$ cat config.mk
export PLATFORM = sky130hd
export DESIGN_NAME = iopdi_port
export DESIGN_NICKNAME = d
export VERILOG_FILES = /design/src/iopdi_pkg.sv /design/src/iopdi_port.sv
export SDC_FILE = /design/constraint.sdc
export NUM_CORES = 1
export LEC_CHECK = 0
export ABC_AREA = 0
export ABC_CLOCK_PERIOD_IN_PS = 2400
export BUFFER_PORTS_ARGS = -buffer_cell sky130_fd_sc_hd__buf_2
export CAP_MARGIN = 40
export CORE_ASPECT_RATIO = 1.5
export CORE_UTILIZATION = 50
export DETAILED_ROUTE_END_ITERATION = 12
export PLACE_DENSITY_LB_ADDON = 0.08
export SLEW_MARGIN = 20
export SYNTH_ARGS = -nofsm -noshare
export SYNTH_HDL_FRONTEND = slang
export SYNTH_SLANG_ARGS = --single-unit
$ cat constraint.sdc
create_clock -name SYS_CLK -period 2.4 [get_ports SYS_CLK]
set_input_delay 0.48 -clock SYS_CLK [delete_from_list [all_inputs] [get_ports SYS_CLK]]
set_output_delay 0.48 -clock SYS_CLK [all_outputs]
set_load 0.02 [all_outputs]
$ cat src/iopdi_pkg.sv
package iopdi_pkg;
  // ==========================================================
  // sizes
  localparam int PINS        = 8;
  localparam int OE_LINES    = 16;
  localparam int OE_SEL_W    = 4;
  localparam int MODE_W      = 3;
  // ==========================================================
  // register byte offsets, port-form except the pin-form words from OFF_PIN_BASE
  localparam logic [7:0] OFF_DATA      = 8'h00;
  localparam logic [7:0] OFF_STATE     = 8'h04;
  localparam logic [7:0] OFF_DM0       = 8'h08;
  localparam logic [7:0] OFF_DM1       = 8'h0c;
  localparam logic [7:0] OFF_DM2       = 8'h10;
  localparam logic [7:0] OFF_SLEW      = 8'h14;
  localparam logic [7:0] OFF_BYPASS    = 8'h18;
  localparam logic [7:0] OFF_BIDIR     = 8'h1c;
  localparam logic [7:0] OFF_INDIS     = 8'h20;
  localparam logic [7:0] OFF_CTL       = 8'h24;
  localparam logic [7:0] OFF_IRQ_TYPE  = 8'h28;
  localparam logic [7:0] OFF_IRQ_STAT  = 8'h2c;
  localparam logic [7:0] OFF_OE_SEL_LO = 8'h30;
  localparam logic [7:0] OFF_OE_SEL_HI = 8'h34;
  localparam logic [7:0] OFF_PIN_BASE  = 8'h40;
  localparam logic [7:0] OFF_PIN_LAST  = 8'h5c;
  // ==========================================================
  // pin-form field positions
  localparam int PF_DATA   = 0;
  localparam int PF_STATE  = 1;
  localparam int PF_DM_LO  = 2;
  localparam int PF_SLEW   = 5;
  localparam int PF_BYPASS = 6;
  localparam int PF_BIDIR  = 7;
  // ==========================================================
  // answers
  localparam logic [1:0] RESP_OKAY   = 2'h0;
  localparam logic [1:0] RESP_SLVERR = 2'h2;
  // ==========================================================
  // drive mode codes
  typedef enum logic [2:0] {
    DM_HIZ_ANALOG = 3'h0,
    DM_HIZ_DIGITAL = 3'h1,
    DM_RES_UP = 3'h2,
    DM_RES_DOWN = 3'h3,
    DM_OD_LOW = 3'h4,
    DM_OD_HIGH = 3'h5,
    DM_STRONG = 3'h6,
    DM_RES_BOTH = 3'h7
  } iopdi_mode_e;
  // edge selection codes
  localparam logic [1:0] EDGE_OFF  = 2'h0;
  localparam logic [1:0] EDGE_RISE = 2'h1;
  localparam logic [1:0] EDGE_FALL = 2'h2;
  localparam logic [1:0] EDGE_BOTH = 2'h3;
  // reset values
  localparam logic [7:0] RST_BYTE = 8'h00;
  // ==========================================================
  // per-pin driver state handed to the pad
  typedef struct packed {
    logic strong_hi;
    logic strong_lo;
    logic res_hi;
    logic res_lo;
    logic in_en;
    logic slow;
  } iopdi_drive_s;
endpackage

$ cat src/iopdi_port.sv
`timescale 1ns/1ps
// Functional notes
// - each pin has a three-bit drive mode held in port drive mode registers
// - mode 0 turns off driver and input buffer; pin floats
// - mode 0 pin gives no digital input to system or readback
// - after reset every pin is mode 0
// - mode 1 leaves output undriven and enables input buffer
// - mode 2 resistive high/strong low; mode 3 strong high/resistive low
// - mode 4 float/strong low; mode 5 strong high/float
// - mode 6 drives strongly to the data value
// - mode 7 resistive high and resistive low, never strong
// - data comes from output data register or logic-array signal in bypass
// - special pins in regulated output refuse resistive modes
// - port-form view maps each bit to one pin
// - pin-form view gathers eight bits per pin, consistent with port form
// - bidirectional: aux signal picks digital input or programmed mode
// - aux bus carries 16 output enables, each routable to pins
// - per-pin slew select, only for strong and open-drain modes
// - all eight pins feed one interrupt unit with its own request line
// - per-pin edge select: rising, falling, both, or off
// - configured edge sets the pin status bit and raises the request
// - no level-sensitive detection in the interrupt unit
// - one port setting selects CMOS or LVTTL thresholds
// - per-pin input buffer disable forces the digital input inactive
// - separate pin-state read register from output data register
module iopdi_port #(
  parameter bit SPECIAL_PINS = 1'b0
) (
  // clock and reset
  input  wire logic                                     SYS_CLK,
  input  wire logic                                     RST_N,
  // axi4-lite write address, data and response
  input  wire logic [7:0]                               S_AXI_AWADDR,
  input  wire logic                                     S_AXI_AWVALID,
  output      logic                                     S_AXI_AWREADY,
  input  wire logic [31:0]                              S_AXI_WDATA,
  input  wire logic [3:0]                               S_AXI_WSTRB,
  input  wire logic                                     S_AXI_WVALID,
  output      logic                                     S_AXI_WREADY,
  output      logic [1:0]                               S_AXI_BRESP,
  output      logic                                     S_AXI_BVALID,
  input  wire logic                                     S_AXI_BREADY,
  // axi4-lite read
  input  wire logic [7:0]                               S_AXI_ARADDR,
  input  wire logic                                     S_AXI_ARVALID,
  output      logic                                     S_AXI_ARREADY,
  output      logic [31:0]                              S_AXI_RDATA,
  output      logic [1:0]                               S_AXI_RRESP,
  output      logic                                     S_AXI_RVALID,
  input  wire logic                                     S_AXI_RREADY,
  // logic array side
  input  wire logic [iopdi_pkg::PINS-1:0]               ARRAY_OUT,
  input  wire logic [iopdi_pkg::OE_LINES-1:0]           AUX_OE,
  output      logic [iopdi_pkg::PINS-1:0]               ARRAY_IN,
  // pad side
  input  wire logic [iopdi_pkg::PINS-1:0]               PAD_IN,
  input  wire logic                                     REGULATED_OUT,
  output      iopdi_pkg::iopdi_drive_s [iopdi_pkg::PINS-1:0] PAD_DRIVE,
  output      logic                                     LVTTL_SEL,
  // port interrupt request
  output      logic                                     PIN_IRQ
);
  localparam int N = iopdi_pkg::PINS;

  if (iopdi_pkg::OE_LINES != (1 << iopdi_pkg::OE_SEL_W)) begin : g_bad_oe
    $error("aux bus width must match selector width");
  end

  // ==========================================================
  // registers
  logic [N-1:0] port_output_data_reg;
  logic [N-1:0] drive_mode_bit_zero;
  logic [N-1:0] drive_mode_bit_one;
  logic [N-1:0] drive_mode_bit_two;
  logic [N-1:0] port_slew_select_reg;
  logic [N-1:0] bypass;
  logic [N-1:0] bidir;
  logic [N-1:0] in_disable;
  logic         lvttl;
  logic [2*N-1:0] irq_type;
  logic [N-1:0] irq_stat;
  logic [iopdi_pkg::OE_SEL_W*N-1:0] oe_sel;
  logic [N-1:0] sync1;
  logic [N-1:0] sync2;
  logic [N-1:0] prev;

  // ==========================================================
  // axi4-lite slave: write taken once both channels are present
  logic        aw_held;
  logic        w_held;
  logic [7:0]  aw_addr;
  logic [31:0] w_data;
  logic [3:0]  w_strb;
  wire         do_write = aw_held && w_held && !S_AXI_BVALID;
  assign S_AXI_AWREADY = !aw_held && !S_AXI_BVALID;
  assign S_AXI_WREADY  = !w_held && !S_AXI_BVALID;
  assign S_AXI_ARREADY = !S_AXI_RVALID;
  wire         do_read  = S_AXI_ARVALID && S_AXI_ARREADY;
  wire [7:0]   wa = aw_addr;
  wire [7:0]   ra = S_AXI_ARADDR;
  wire         wb0 = w_strb[0];

  always_ff @(posedge SYS_CLK) begin
    if (!RST_N) begin
      aw_held <= 1'b0;
      w_held  <= 1'b0;
      aw_addr <= 8'h00;
      w_data  <= 32'h0000_0000;
      w_strb  <= 4'h0;
    end else begin
      if (S_AXI_AWVALID && S_AXI_AWREADY) begin
        aw_held <= 1'b1;
        aw_addr <= S_AXI_AWADDR;
      end
      if (S_AXI_WVALID && S_AXI_WREADY) begin
        w_held <= 1'b1;
        w_data <= S_AXI_WDATA;
        w_strb <= S_AXI_WSTRB;
      end
      if (do_write) begin
        aw_held <= 1'b0;
        w_held  <= 1'b0;
      end
    end
  end

  // address decode
  wire w_pin  = (wa >= iopdi_pkg::OFF_PIN_BASE) && (wa <= iopdi_pkg::OFF_PIN_LAST) && (wa[1:0] == 2'h0);
  wire r_pin  = (ra >= iopdi_pkg::OFF_PIN_BASE) && (ra <= iopdi_pkg::OFF_PIN_LAST) && (ra[1:0] == 2'h0);
  wire [2:0] w_idx = 3'((wa - iopdi_pkg::OFF_PIN_BASE) >> 2);
  wire [2:0] r_idx = 3'((ra - iopdi_pkg::OFF_PIN_BASE) >> 2);
  wire w_map = w_pin || (wa == iopdi_pkg::OFF_DATA) || (wa == iopdi_pkg::OFF_STATE)
            || (wa == iopdi_pkg::OFF_DM0) || (wa == iopdi_pkg::OFF_DM1) || (wa == iopdi_pkg::OFF_DM2)
            || (wa == iopdi_pkg::OFF_SLEW) || (wa == iopdi_pkg::OFF_BYPASS) || (wa == iopdi_pkg::OFF_BIDIR)
            || (wa == iopdi_pkg::OFF_INDIS) || (wa == iopdi_pkg::OFF_CTL) || (wa == iopdi_pkg::OFF_IRQ_TYPE)
            || (wa == iopdi_pkg::OFF_IRQ_STAT) || (wa == iopdi_pkg::OFF_OE_SEL_LO)
            || (wa == iopdi_pkg::OFF_OE_SEL_HI);

  // ==========================================================
  // pin-form view is built from the same flops, so both views always agree
  logic [N-1:0] pin_state;
  logic [7:0]   pin_word [N];
  for (genvar p = 0; p < N; p++) begin : g_pinform
    assign pin_word[p] = {bidir[p], bypass[p], port_slew_select_reg[p], drive_mode_bit_two[p],
                          drive_mode_bit_one[p], drive_mode_bit_zero[p], pin_state[p],
                          port_output_data_reg[p]};
  end

  // one-hot write strobe per pin for pin form
  wire          wr_lane = do_write && wb0;
  wire [N-1:0]  pin_hit = (wr_lane && w_pin) ? (N'(1) << w_idx) : '0;
  wire [7:0]    wd = w_data[7:0];

  // bitwise next value: port form replaces all bits, pin form replaces one
  function automatic logic [N-1:0] upd(input logic [N-1:0] cur, input logic port_hit, input int pos);
    logic [N-1:0] r;
    r = cur;
    if (port_hit) begin
      r = wd;
    end
    for (int i = 0; i < N; i++) begin
      if (pin_hit[i]) begin
        r[i] = wd[pos];
      end
    end
    return r;
  endfunction

  wire p_data = wr_lane && (wa == iopdi_pkg::OFF_DATA);
  wire p_dm0  = wr_lane && (wa == iopdi_pkg::OFF_DM0);
  wire p_dm1  = wr_lane && (wa == iopdi_pkg::OFF_DM1);
  wire p_dm2  = wr_lane && (wa == iopdi_pkg::OFF_DM2);
  wire p_slw  = wr_lane && (wa == iopdi_pkg::OFF_SLEW);
  wire p_byp  = wr_lane && (wa == iopdi_pkg::OFF_BYPASS);
  wire p_bid  = wr_lane && (wa == iopdi_pkg::OFF_BIDIR);
  wire p_ind  = wr_lane && (wa == iopdi_pkg::OFF_INDIS);
  wire p_ctl  = wr_lane && (wa == iopdi_pkg::OFF_CTL);

  always_ff @(posedge SYS_CLK) begin
    if (!RST_N) begin
      port_output_data_reg <= iopdi_pkg::RST_BYTE;
      drive_mode_bit_zero  <= iopdi_pkg::RST_BYTE;
      drive_mode_bit_one   <= iopdi_pkg::RST_BYTE;
      drive_mode_bit_two   <= iopdi_pkg::RST_BYTE;
      port_slew_select_reg <= iopdi_pkg::RST_BYTE;
      bypass               <= iopdi_pkg::RST_BYTE;
      bidir                <= iopdi_pkg::RST_BYTE;
      in_disable           <= iopdi_pkg::RST_BYTE;
      lvttl                <= 1'b0;
      irq_type             <= '0;
      oe_sel               <= '0;
    end else begin
      port_output_data_reg <= upd(port_output_data_reg, p_data, iopdi_pkg::PF_DATA);
      drive_mode_bit_zero  <= upd(drive_mode_bit_zero, p_dm0, iopdi_pkg::PF_DM_LO);
      drive_mode_bit_one   <= upd(drive_mode_bit_one, p_dm1, iopdi_pkg::PF_DM_LO + 1);
      drive_mode_bit_two   <= upd(drive_mode_bit_two, p_dm2, iopdi_pkg::PF_DM_LO + 2);
      port_slew_select_reg <= upd(port_slew_select_reg, p_slw, iopdi_pkg::PF_SLEW);
      bypass               <= upd(bypass, p_byp, iopdi_pkg::PF_BYPASS);
      bidir                <= upd(bidir, p_bid, iopdi_pkg::PF_BIDIR);
      if (p_ind) begin
        in_disable <= wd;
      end
      if (p_ctl) begin
        lvttl <= wd[0];
      end
      if (do_write && (wa == iopdi_pkg::OFF_IRQ_TYPE)) begin
        irq_type <= w_data[2*N-1:0];
      end
      if (do_write && (wa == iopdi_pkg::OFF_OE_SEL_LO)) begin
        oe_sel[15:0] <= w_data[15:0];
      end
      if (do_write && (wa == iopdi_pkg::OFF_OE_SEL_HI)) begin
        oe_sel[31:16] <= w_data[15:0];
      end
    end
  end

  always_ff @(posedge SYS_CLK) begin
    if (!RST_N) begin
      S_AXI_BVALID <= 1'b0;
      S_AXI_BRESP  <= iopdi_pkg::RESP_OKAY;
    end else if (do_write) begin
      S_AXI_BVALID <= 1'b1;
      S_AXI_BRESP  <= w_map ? iopdi_pkg::RESP_OKAY : iopdi_pkg::RESP_SLVERR;
    end else if (S_AXI_BREADY) begin
      S_AXI_BVALID <= 1'b0;
    end
  end

  // ==========================================================
  // drive mode decode per pin
  iopdi_pkg::iopdi_drive_s [N-1:0] drv;
  logic [N-1:0] in_live;
  for (genvar p = 0; p < N; p++) begin : g_pin
    wire [2:0] prog_mode = {drive_mode_bit_two[p], drive_mode_bit_one[p], drive_mode_bit_zero[p]};
    wire       oe_on     = AUX_OE[oe_sel[iopdi_pkg::OE_SEL_W*p +: iopdi_pkg::OE_SEL_W]];
    // bidirectional pins fall back to digital input while their enable is low
    wire [2:0] eff_mode  = (bidir[p] && !oe_on) ? iopdi_pkg::DM_HIZ_DIGITAL : prog_mode;
    wire       dval      = bypass[p] ? ARRAY_OUT[p] : port_output_data_reg[p];
    wire       res_ok    = !(SPECIAL_PINS && REGULATED_OUT);
    iopdi_pkg::iopdi_drive_s d;
    always_comb begin
      d = '0;
      d.in_en = !in_disable[p];
      case (iopdi_pkg::iopdi_mode_e'(eff_mode))
        iopdi_pkg::DM_HIZ_ANALOG: begin
          d.in_en = 1'b0;
        end
        iopdi_pkg::DM_HIZ_DIGITAL: begin
          d.in_en = !in_disable[p];
        end
        iopdi_pkg::DM_RES_UP: begin
          d.res_hi    = dval && res_ok;
          d.strong_lo = !dval;
        end
        iopdi_pkg::DM_RES_DOWN: begin
          d.strong_hi = dval;
          d.res_lo    = !dval && res_ok;
        end
        iopdi_pkg::DM_OD_LOW: begin
          d.strong_lo = !dval;
        end
        iopdi_pkg::DM_OD_HIGH: begin
          d.strong_hi = dval;
        end
        iopdi_pkg::DM_STRONG: begin
          d.strong_hi = dval;
          d.strong_lo = !dval;
        end
        default: begin
          d.res_hi = dval && res_ok;
          d.res_lo = !dval && res_ok;
        end
      endcase
      // slew only matters in modes 4 to 6; resistive drive and the strong edges of modes 2 and 3 ignore it
      d.slow = port_slew_select_reg[p] && (eff_mode >= iopdi_pkg::DM_OD_LOW)
               && (eff_mode != iopdi_pkg::DM_RES_BOTH);
    end
    assign drv[p]     = d;
    assign in_live[p] = d.in_en;
  end
  assign PAD_DRIVE = drv;
  assign LVTTL_SEL = lvttl;

  // ==========================================================
  // input sampling and edge detection
  always_ff @(posedge SYS_CLK) begin
    if (!RST_N) begin
      sync1 <= '0;
      sync2 <= '0;
      prev  <= '0;
    end else begin
      sync1 <= PAD_IN;
      sync2 <= sync1;
      prev  <= sync2 & in_live;
    end
  end
  assign pin_state = sync2 & in_live;
  assign ARRAY_IN  = pin_state;

  // edges only, no level terms here; level behaviour belongs to external logic
  logic [N-1:0] edge_hit;
  for (genvar p = 0; p < N; p++) begin : g_edge
    wire [1:0] t = irq_type[2*p +: 2];
    assign edge_hit[p] = ((t == iopdi_pkg::EDGE_RISE || t == iopdi_pkg::EDGE_BOTH) && pin_state[p] && !prev[p])
                      || ((t == iopdi_pkg::EDGE_FALL || t == iopdi_pkg::EDGE_BOTH) && !pin_state[p] && prev[p]);
  end

  wire          stat_rd    = do_read && (ra == iopdi_pkg::OFF_IRQ_STAT);
  wire [N-1:0]  next_stat  = (stat_rd ? '0 : irq_stat) | edge_hit;
  always_ff @(posedge SYS_CLK) begin
    if (!RST_N) begin
      irq_stat <= '0;
    end else begin
      irq_stat <= next_stat;
    end
  end
  assign PIN_IRQ = |irq_stat;

  // ==========================================================
  // read path
  logic [31:0] rd_val;
  logic        rd_ok;
  always_comb begin
    rd_ok  = 1'b1;
    rd_val = 32'h0000_0000;
    if (r_pin) begin
      rd_val[7:0] = pin_word[r_idx];
    end else if (ra == iopdi_pkg::OFF_DATA) begin
      rd_val[7:0] = port_output_data_reg;
    end else if (ra == iopdi_pkg::OFF_STATE) begin
      rd_val[7:0] = pin_state;
    end else if (ra == iopdi_pkg::OFF_DM0) begin
      rd_val[7:0] = drive_mode_bit_zero;
    end else if (ra == iopdi_pkg::OFF_DM1) begin
      rd_val[7:0] = drive_mode_bit_one;
    end else if (ra == iopdi_pkg::OFF_DM2) begin
      rd_val[7:0] = drive_mode_bit_two;
    end else if (ra == iopdi_pkg::OFF_SLEW) begin
      rd_val[7:0] = port_slew_select_reg;
    end else if (ra == iopdi_pkg::OFF_BYPASS) begin
      rd_val[7:0] = bypass;
    end else if (ra == iopdi_pkg::OFF_BIDIR) begin
      rd_val[7:0] = bidir;
    end else if (ra == iopdi_pkg::OFF_INDIS) begin
      rd_val[7:0] = in_disable;
    end else if (ra == iopdi_pkg::OFF_CTL) begin
      rd_val[0] = lvttl;
    end else if (ra == iopdi_pkg::OFF_IRQ_TYPE) begin
      rd_val[2*N-1:0] = irq_type;
    end else if (ra == iopdi_pkg::OFF_IRQ_STAT) begin
      rd_val[7:0] = irq_stat;
    end else if (ra == iopdi_pkg::OFF_OE_SEL_LO) begin
      rd_val[15:0] = oe_sel[15:0];
    end else if (ra == iopdi_pkg::OFF_OE_SEL_HI) begin
      rd_val[15:0] = oe_sel[31:16];
    end else begin
      rd_ok = 1'b0;
    end
  end

  always_ff @(posedge SYS_CLK) begin
    if (!RST_N) begin
      S_AXI_RVALID <= 1'b0;
      S_AXI_RDATA  <= 32'h0000_0000;
      S_AXI_RRESP  <= iopdi_pkg::RESP_OKAY;
    end else if (do_read) begin
      S_AXI_RVALID <= 1'b1;
      S_AXI_RDATA  <= rd_val;
      S_AXI_RRESP  <= rd_ok ? iopdi_pkg::RESP_OKAY : iopdi_pkg::RESP_SLVERR;
    end else if (S_AXI_RREADY) begin
      S_AXI_RVALID <= 1'b0;
    end
  end

  // ==========================================================
  // checks
  chk_mode0_float: assert property (@(posedge SYS_CLK) disable iff (!RST_N)
    ({drive_mode_bit_two[0], drive_mode_bit_one[0], drive_mode_bit_zero[0]} == 3'h0 && !bidir[0])
    |-> (PAD_DRIVE[0] == '0)) else $error("mode 0 pin not floating");
  chk_mode0_noin: assert property (@(posedge SYS_CLK) disable iff (!RST_N)
    ({drive_mode_bit_two[1], drive_mode_bit_one[1], drive_mode_bit_zero[1]} == 3'h0 && !bidir[1])
    |-> !ARRAY_IN[1]) else $error("mode 0 pin gives input");
  chk_reset_mode: assert property (@(posedge SYS_CLK)
    !RST_N |=> (drive_mode_bit_zero == 8'h00 && drive_mode_bit_one == 8'h00 && drive_mode_bit_two == 8'h00))
    else $error("mode not reset");
  chk_strong_drive: assert property (@(posedge SYS_CLK) disable iff (!RST_N)
    ({drive_mode_bit_two[3], drive_mode_bit_one[3], drive_mode_bit_zero[3]} == 3'h6 && !bidir[3] && !bypass[3])
    |-> (PAD_DRIVE[3].strong_hi == port_output_data_reg[3] && PAD_DRIVE[3].strong_lo != port_output_data_reg[3]))
    else $error("strong drive wrong");
  chk_res_never_strong: assert property (@(posedge SYS_CLK) disable iff (!RST_N)
    ({drive_mode_bit_two[7], drive_mode_bit_one[7], drive_mode_bit_zero[7]} == 3'h7 && !bidir[7])
    |-> !(PAD_DRIVE[7].strong_hi || PAD_DRIVE[7].strong_lo)) else $error("mode 7 strong");
  chk_indis_off: assert property (@(posedge SYS_CLK) disable iff (!RST_N)
    in_disable[1] |-> !ARRAY_IN[1]) else $error("disabled input live");
  chk_rise_sets: assert property (@(posedge SYS_CLK) disable iff (!RST_N)
    (irq_type[5:4] == iopdi_pkg::EDGE_RISE && pin_state[2] && !prev[2]) |=> (irq_stat[2] && PIN_IRQ))
    else $error("rising edge lost");
  chk_stat_clear: assert property (@(posedge SYS_CLK) disable iff (!RST_N)
    (stat_rd && edge_hit == '0) |=> (irq_stat == '0 && !PIN_IRQ)) else $error("status not cleared");
  chk_sync_delay: assert property (@(posedge SYS_CLK) disable iff (!RST_N)
    $rose(sync2[5]) |-> $past(sync1[5])) else $error("sync path broken");
  cov_write: cover property (@(posedge SYS_CLK) do_write);
  cov_irq: cover property (@(posedge SYS_CLK) $rose(PIN_IRQ));
  cov_bidir: cover property (@(posedge SYS_CLK) bidir != '0 && AUX_OE != '0);
endmodule

==> flow_summary_export.csv <==
group,metric,value,unit
outcome,status,"finished, violations left",
outcome,failed_checks,"negative setup slack",
die,num_rows,66,
power_and_ir_drop,swShare,0.273,
timing,worst_slack,-0.681,ns
placement,detailed_place_hpwl,34900,um
yosys,synth_area_leaders,"dfxtp_1 34%, mux2i_1 10%, mux4_2 8.9%",
critical_path,cp_data_required_time,1.92,ns
yosys,synth_common_cells,"192 x dfxtp_1, 183 x nor2_1, 169 x nand2_1",
critical_path,crit_type,"flop to output port",
cts,cts.sink_count,192,
placement,portBuffers,152,
critical_path,end_kind,"output port",
timing,setup_violations,61,
timing,max_freq,325,MHz
yosys,syn_avg_cell_area,8.39,um^2
timing,final_max_slew_viol_count,0,
timing,period_minus_slack,3.08,ns
critical_path,cp.arrival,2.60,ns
timing,tns,-22.16,ns
global_route,antenna_found_initial,3,
cts,clock_latency,0.45,ns
yosys,synth_top_area_share,0.344,
route,drc_errors,0,
placement,dpl_worst_slack,-0.500,ns
power_and_ir_drop,power.leakage,6.21,nW
layout,nNetsFinal,1699,
route,drt_wl_total,47800,um
layout,n_antenna_cell,0,
cts,cts-root-buf,"clkbuf_16",
global_route,grt_usage,0.420,
yosys,async_reset_ff_frac,0,
placement,place_area,0.0134,mm^2
timing,rsz0062_at_grt,"yes",
power_and_ir_drop,power,0.00692,W
global_route,grt_pass1_wl,68900,um
timing,final-hold-violation-count,0,
global_route,overflow,0,
die,core,0.0218,mm^2
min_path,hp-class,"input port to flop",
yosys,ys_warn_count,0,
power_and_ir_drop,internal_power,0.00503,W
power_and_ir_drop,seqPwrFrac,0.480,
yosys,synth_edf_count,0,
route,routed.top_layer,"met5",
timing,max_slew_margin,0.406,
layout,layout-drive-gt1-share,0.346,
yosys,synth_most_common_cell,"dfxtp_1",
die,io_pins,191,
cts,cts_max_level,4,
route,viasPerCell,6.30,
yosys,ys_seq_area_frac,0.344,
power_and_ir_drop,p_comb_frac,0.101,
layout,final_cell_count_no_fill,1892,
yosys,yosysTopAreaCell,"dfxtp_1",
yosys,syn-cell-area,0.0112,mm^2
yosys,synthCells,1332,
yosys,synthFlopType,"dfxtp_1",
route,wl_met1,16700,um
layout,largest-register,"oe_sel",
route,drtIter0Drc,1214,
route,detail_route.wl_per_cell,25.3,um
cts,numCtsBuffers,17,
die,initial_core_util,0.513,
power_and_ir_drop,power_frac_clock,0.419,
route,drtPass1Iterations,6,
layout,syn_to_final_growth,34.6,%
power_and_ir_drop,switchingPower,0.00189,W
die,fp.dieH,185,um
yosys,synth_seq_cells,192,
timing,fin_skew,0.0120,ns
global_route,grt_max_degree,165,
flow_run,cap_violations,0,
layout,final_cell_area,0.0151,mm^2
cts,clk_pin_slew,0.07,ns
route,wl_met3,3780,um
timing,tightest_slew,0.889,ns
cts,cts_tree,"done",
power_and_ir_drop,vdd_drop_max,0.000502,V
critical_path,start_kind,"flop",
timing,post-route-period-util,1.28,
route,antenna_left,0,
cts,clock_path_buffers,2,
yosys,synth.distinct_cells,70,
placement,placedCellCount,1835,
placement,routabilityCongestion,1.07,
global_route,grt_pass1_vias,11200,
die,die-area,0.0230,mm^2
layout,largest_register_ffs,32,
route,vias,11900,
power_and_ir_drop,cellPowerDensity,460,mW/mm^2
critical_path,crit_fanout,5,
route,wl_met2,22700,um
die,die_x,124,um
==> cell usage in the layout (no fill, tap or decap), types with 7 or more instances in the layout <==
cell type and n:
nor3_1 14, a22oi_1 10, conb_1 18, a21oi_1 87, nand3b_1 11, a31oi_1 9
nor2_2 11, nor2b_1 8, buf_4 195, buf_2 97, nand2b_1 8, a221oi_1 9
dfxtp_1 176, nor4_1 7, o22ai_1 7, inv_1 25, mux2i_1 110, dfxtp_4 10
xor2_1 9, and2_1 27, mux4_2 48, buf_12 8, nor2_1 167, buf_6 63
a211oi_1 46, xnor2_1 7, o211ai_1 7, nand2_1 161, mux2_2 10, nand3_1 35
nor3_4 7, a311oi_1 7, o21ai_0 32, clkbuf_16 17
==> kinds of logic (layout without fill, tap and decap cells) <==
family / Yosys count / count (layout) / synth area share
other: 1 / 18 / 0.000335
buffers and inverters: 158 / 429 / 0.0595
AO/OA/AOI/OAI: 271 / 271 / 0.160
AND/OR/NAND/NOR: 522 / 522 / 0.213
multiplexers: 172 / 172 / 0.210
flip-flops: 192 / 192 / 0.344
XOR/XNOR: 16 / 16 / 0.0125
==> worst max-delay path, stage by stage (launching register included) <==
cell	delay, ns
dfxtp_4	0.40
mux4_2	0.51
mux4_2	0.51
and2b_2	0.28
o211ai_1	0.23
inv_2	0.11
buf_6	0.11
==> power by group through the flow <==
stage               Sequential, W  Combinational (W)  Clock [W]
floorplan                 0.00335           0.000405          0
global placement          0.00342           0.000638          0
detailed placement        0.00341           0.000660          0
CTS                       0.00332           0.000669    0.00292
global route              0.00332           0.000749    0.00304
finish                    0.00332           0.000702    0.00290
==> metrics by stage <==
stage,hold slack [ns],utilization
finish,0.219,0.690
global route,0.235,0.690
CTS,0.204,0.673
detailed placement,0.422,0.613
global placement,0.415,0.611
floorplan,0.412,-
==> what timing repair did <==
item / CTS / global route
setup buffers: 22 / 9
hold buffers: 0 / 0
gates resized for setup: 168 / 82
gates cloned: 0 / 0
endpoints found under the setup margin: 65 / 73
pin swaps: 31 / 21
==> layout make-up <==
cell class / count / area, um^2
clock buffers: 19 / 453
fillers: 1783 / 6750
well taps: 272 / 340
flip-flops and latches: 192 / 3890
inverters: 31 / 119
multi-input cells: 999 / 7240
clock inverters: 13 / 145
repair buffers: 366 / 2860
==> path summary, 6_finish.rpt <==
check | startpoint | end | slack (ns) | depth (start not counted)
setup / recovery | oe_sel[8] | ARRAY_IN[2] | -0.68 | 6
hold / removal | S_AXI_RREADY | S_AXI_RVALID | 0.22 | 2
setup reg to reg | oe_sel[8] | S_AXI_RDATA[1] | -0.43 | 8
hold reg to reg | sync1[7] | sync2[7] | 0.44 | 1
==> per-layer routing <==
layer / track usage / vias to the layer above
met5: 0 / -
met4: 0.351 / 4
li1: - / 5313
met1: 0.465 / 5628
met2: 0.679 / 717
met3: 0.0893 / 255
Note: power is estimated with default switching activity, not from simulation.
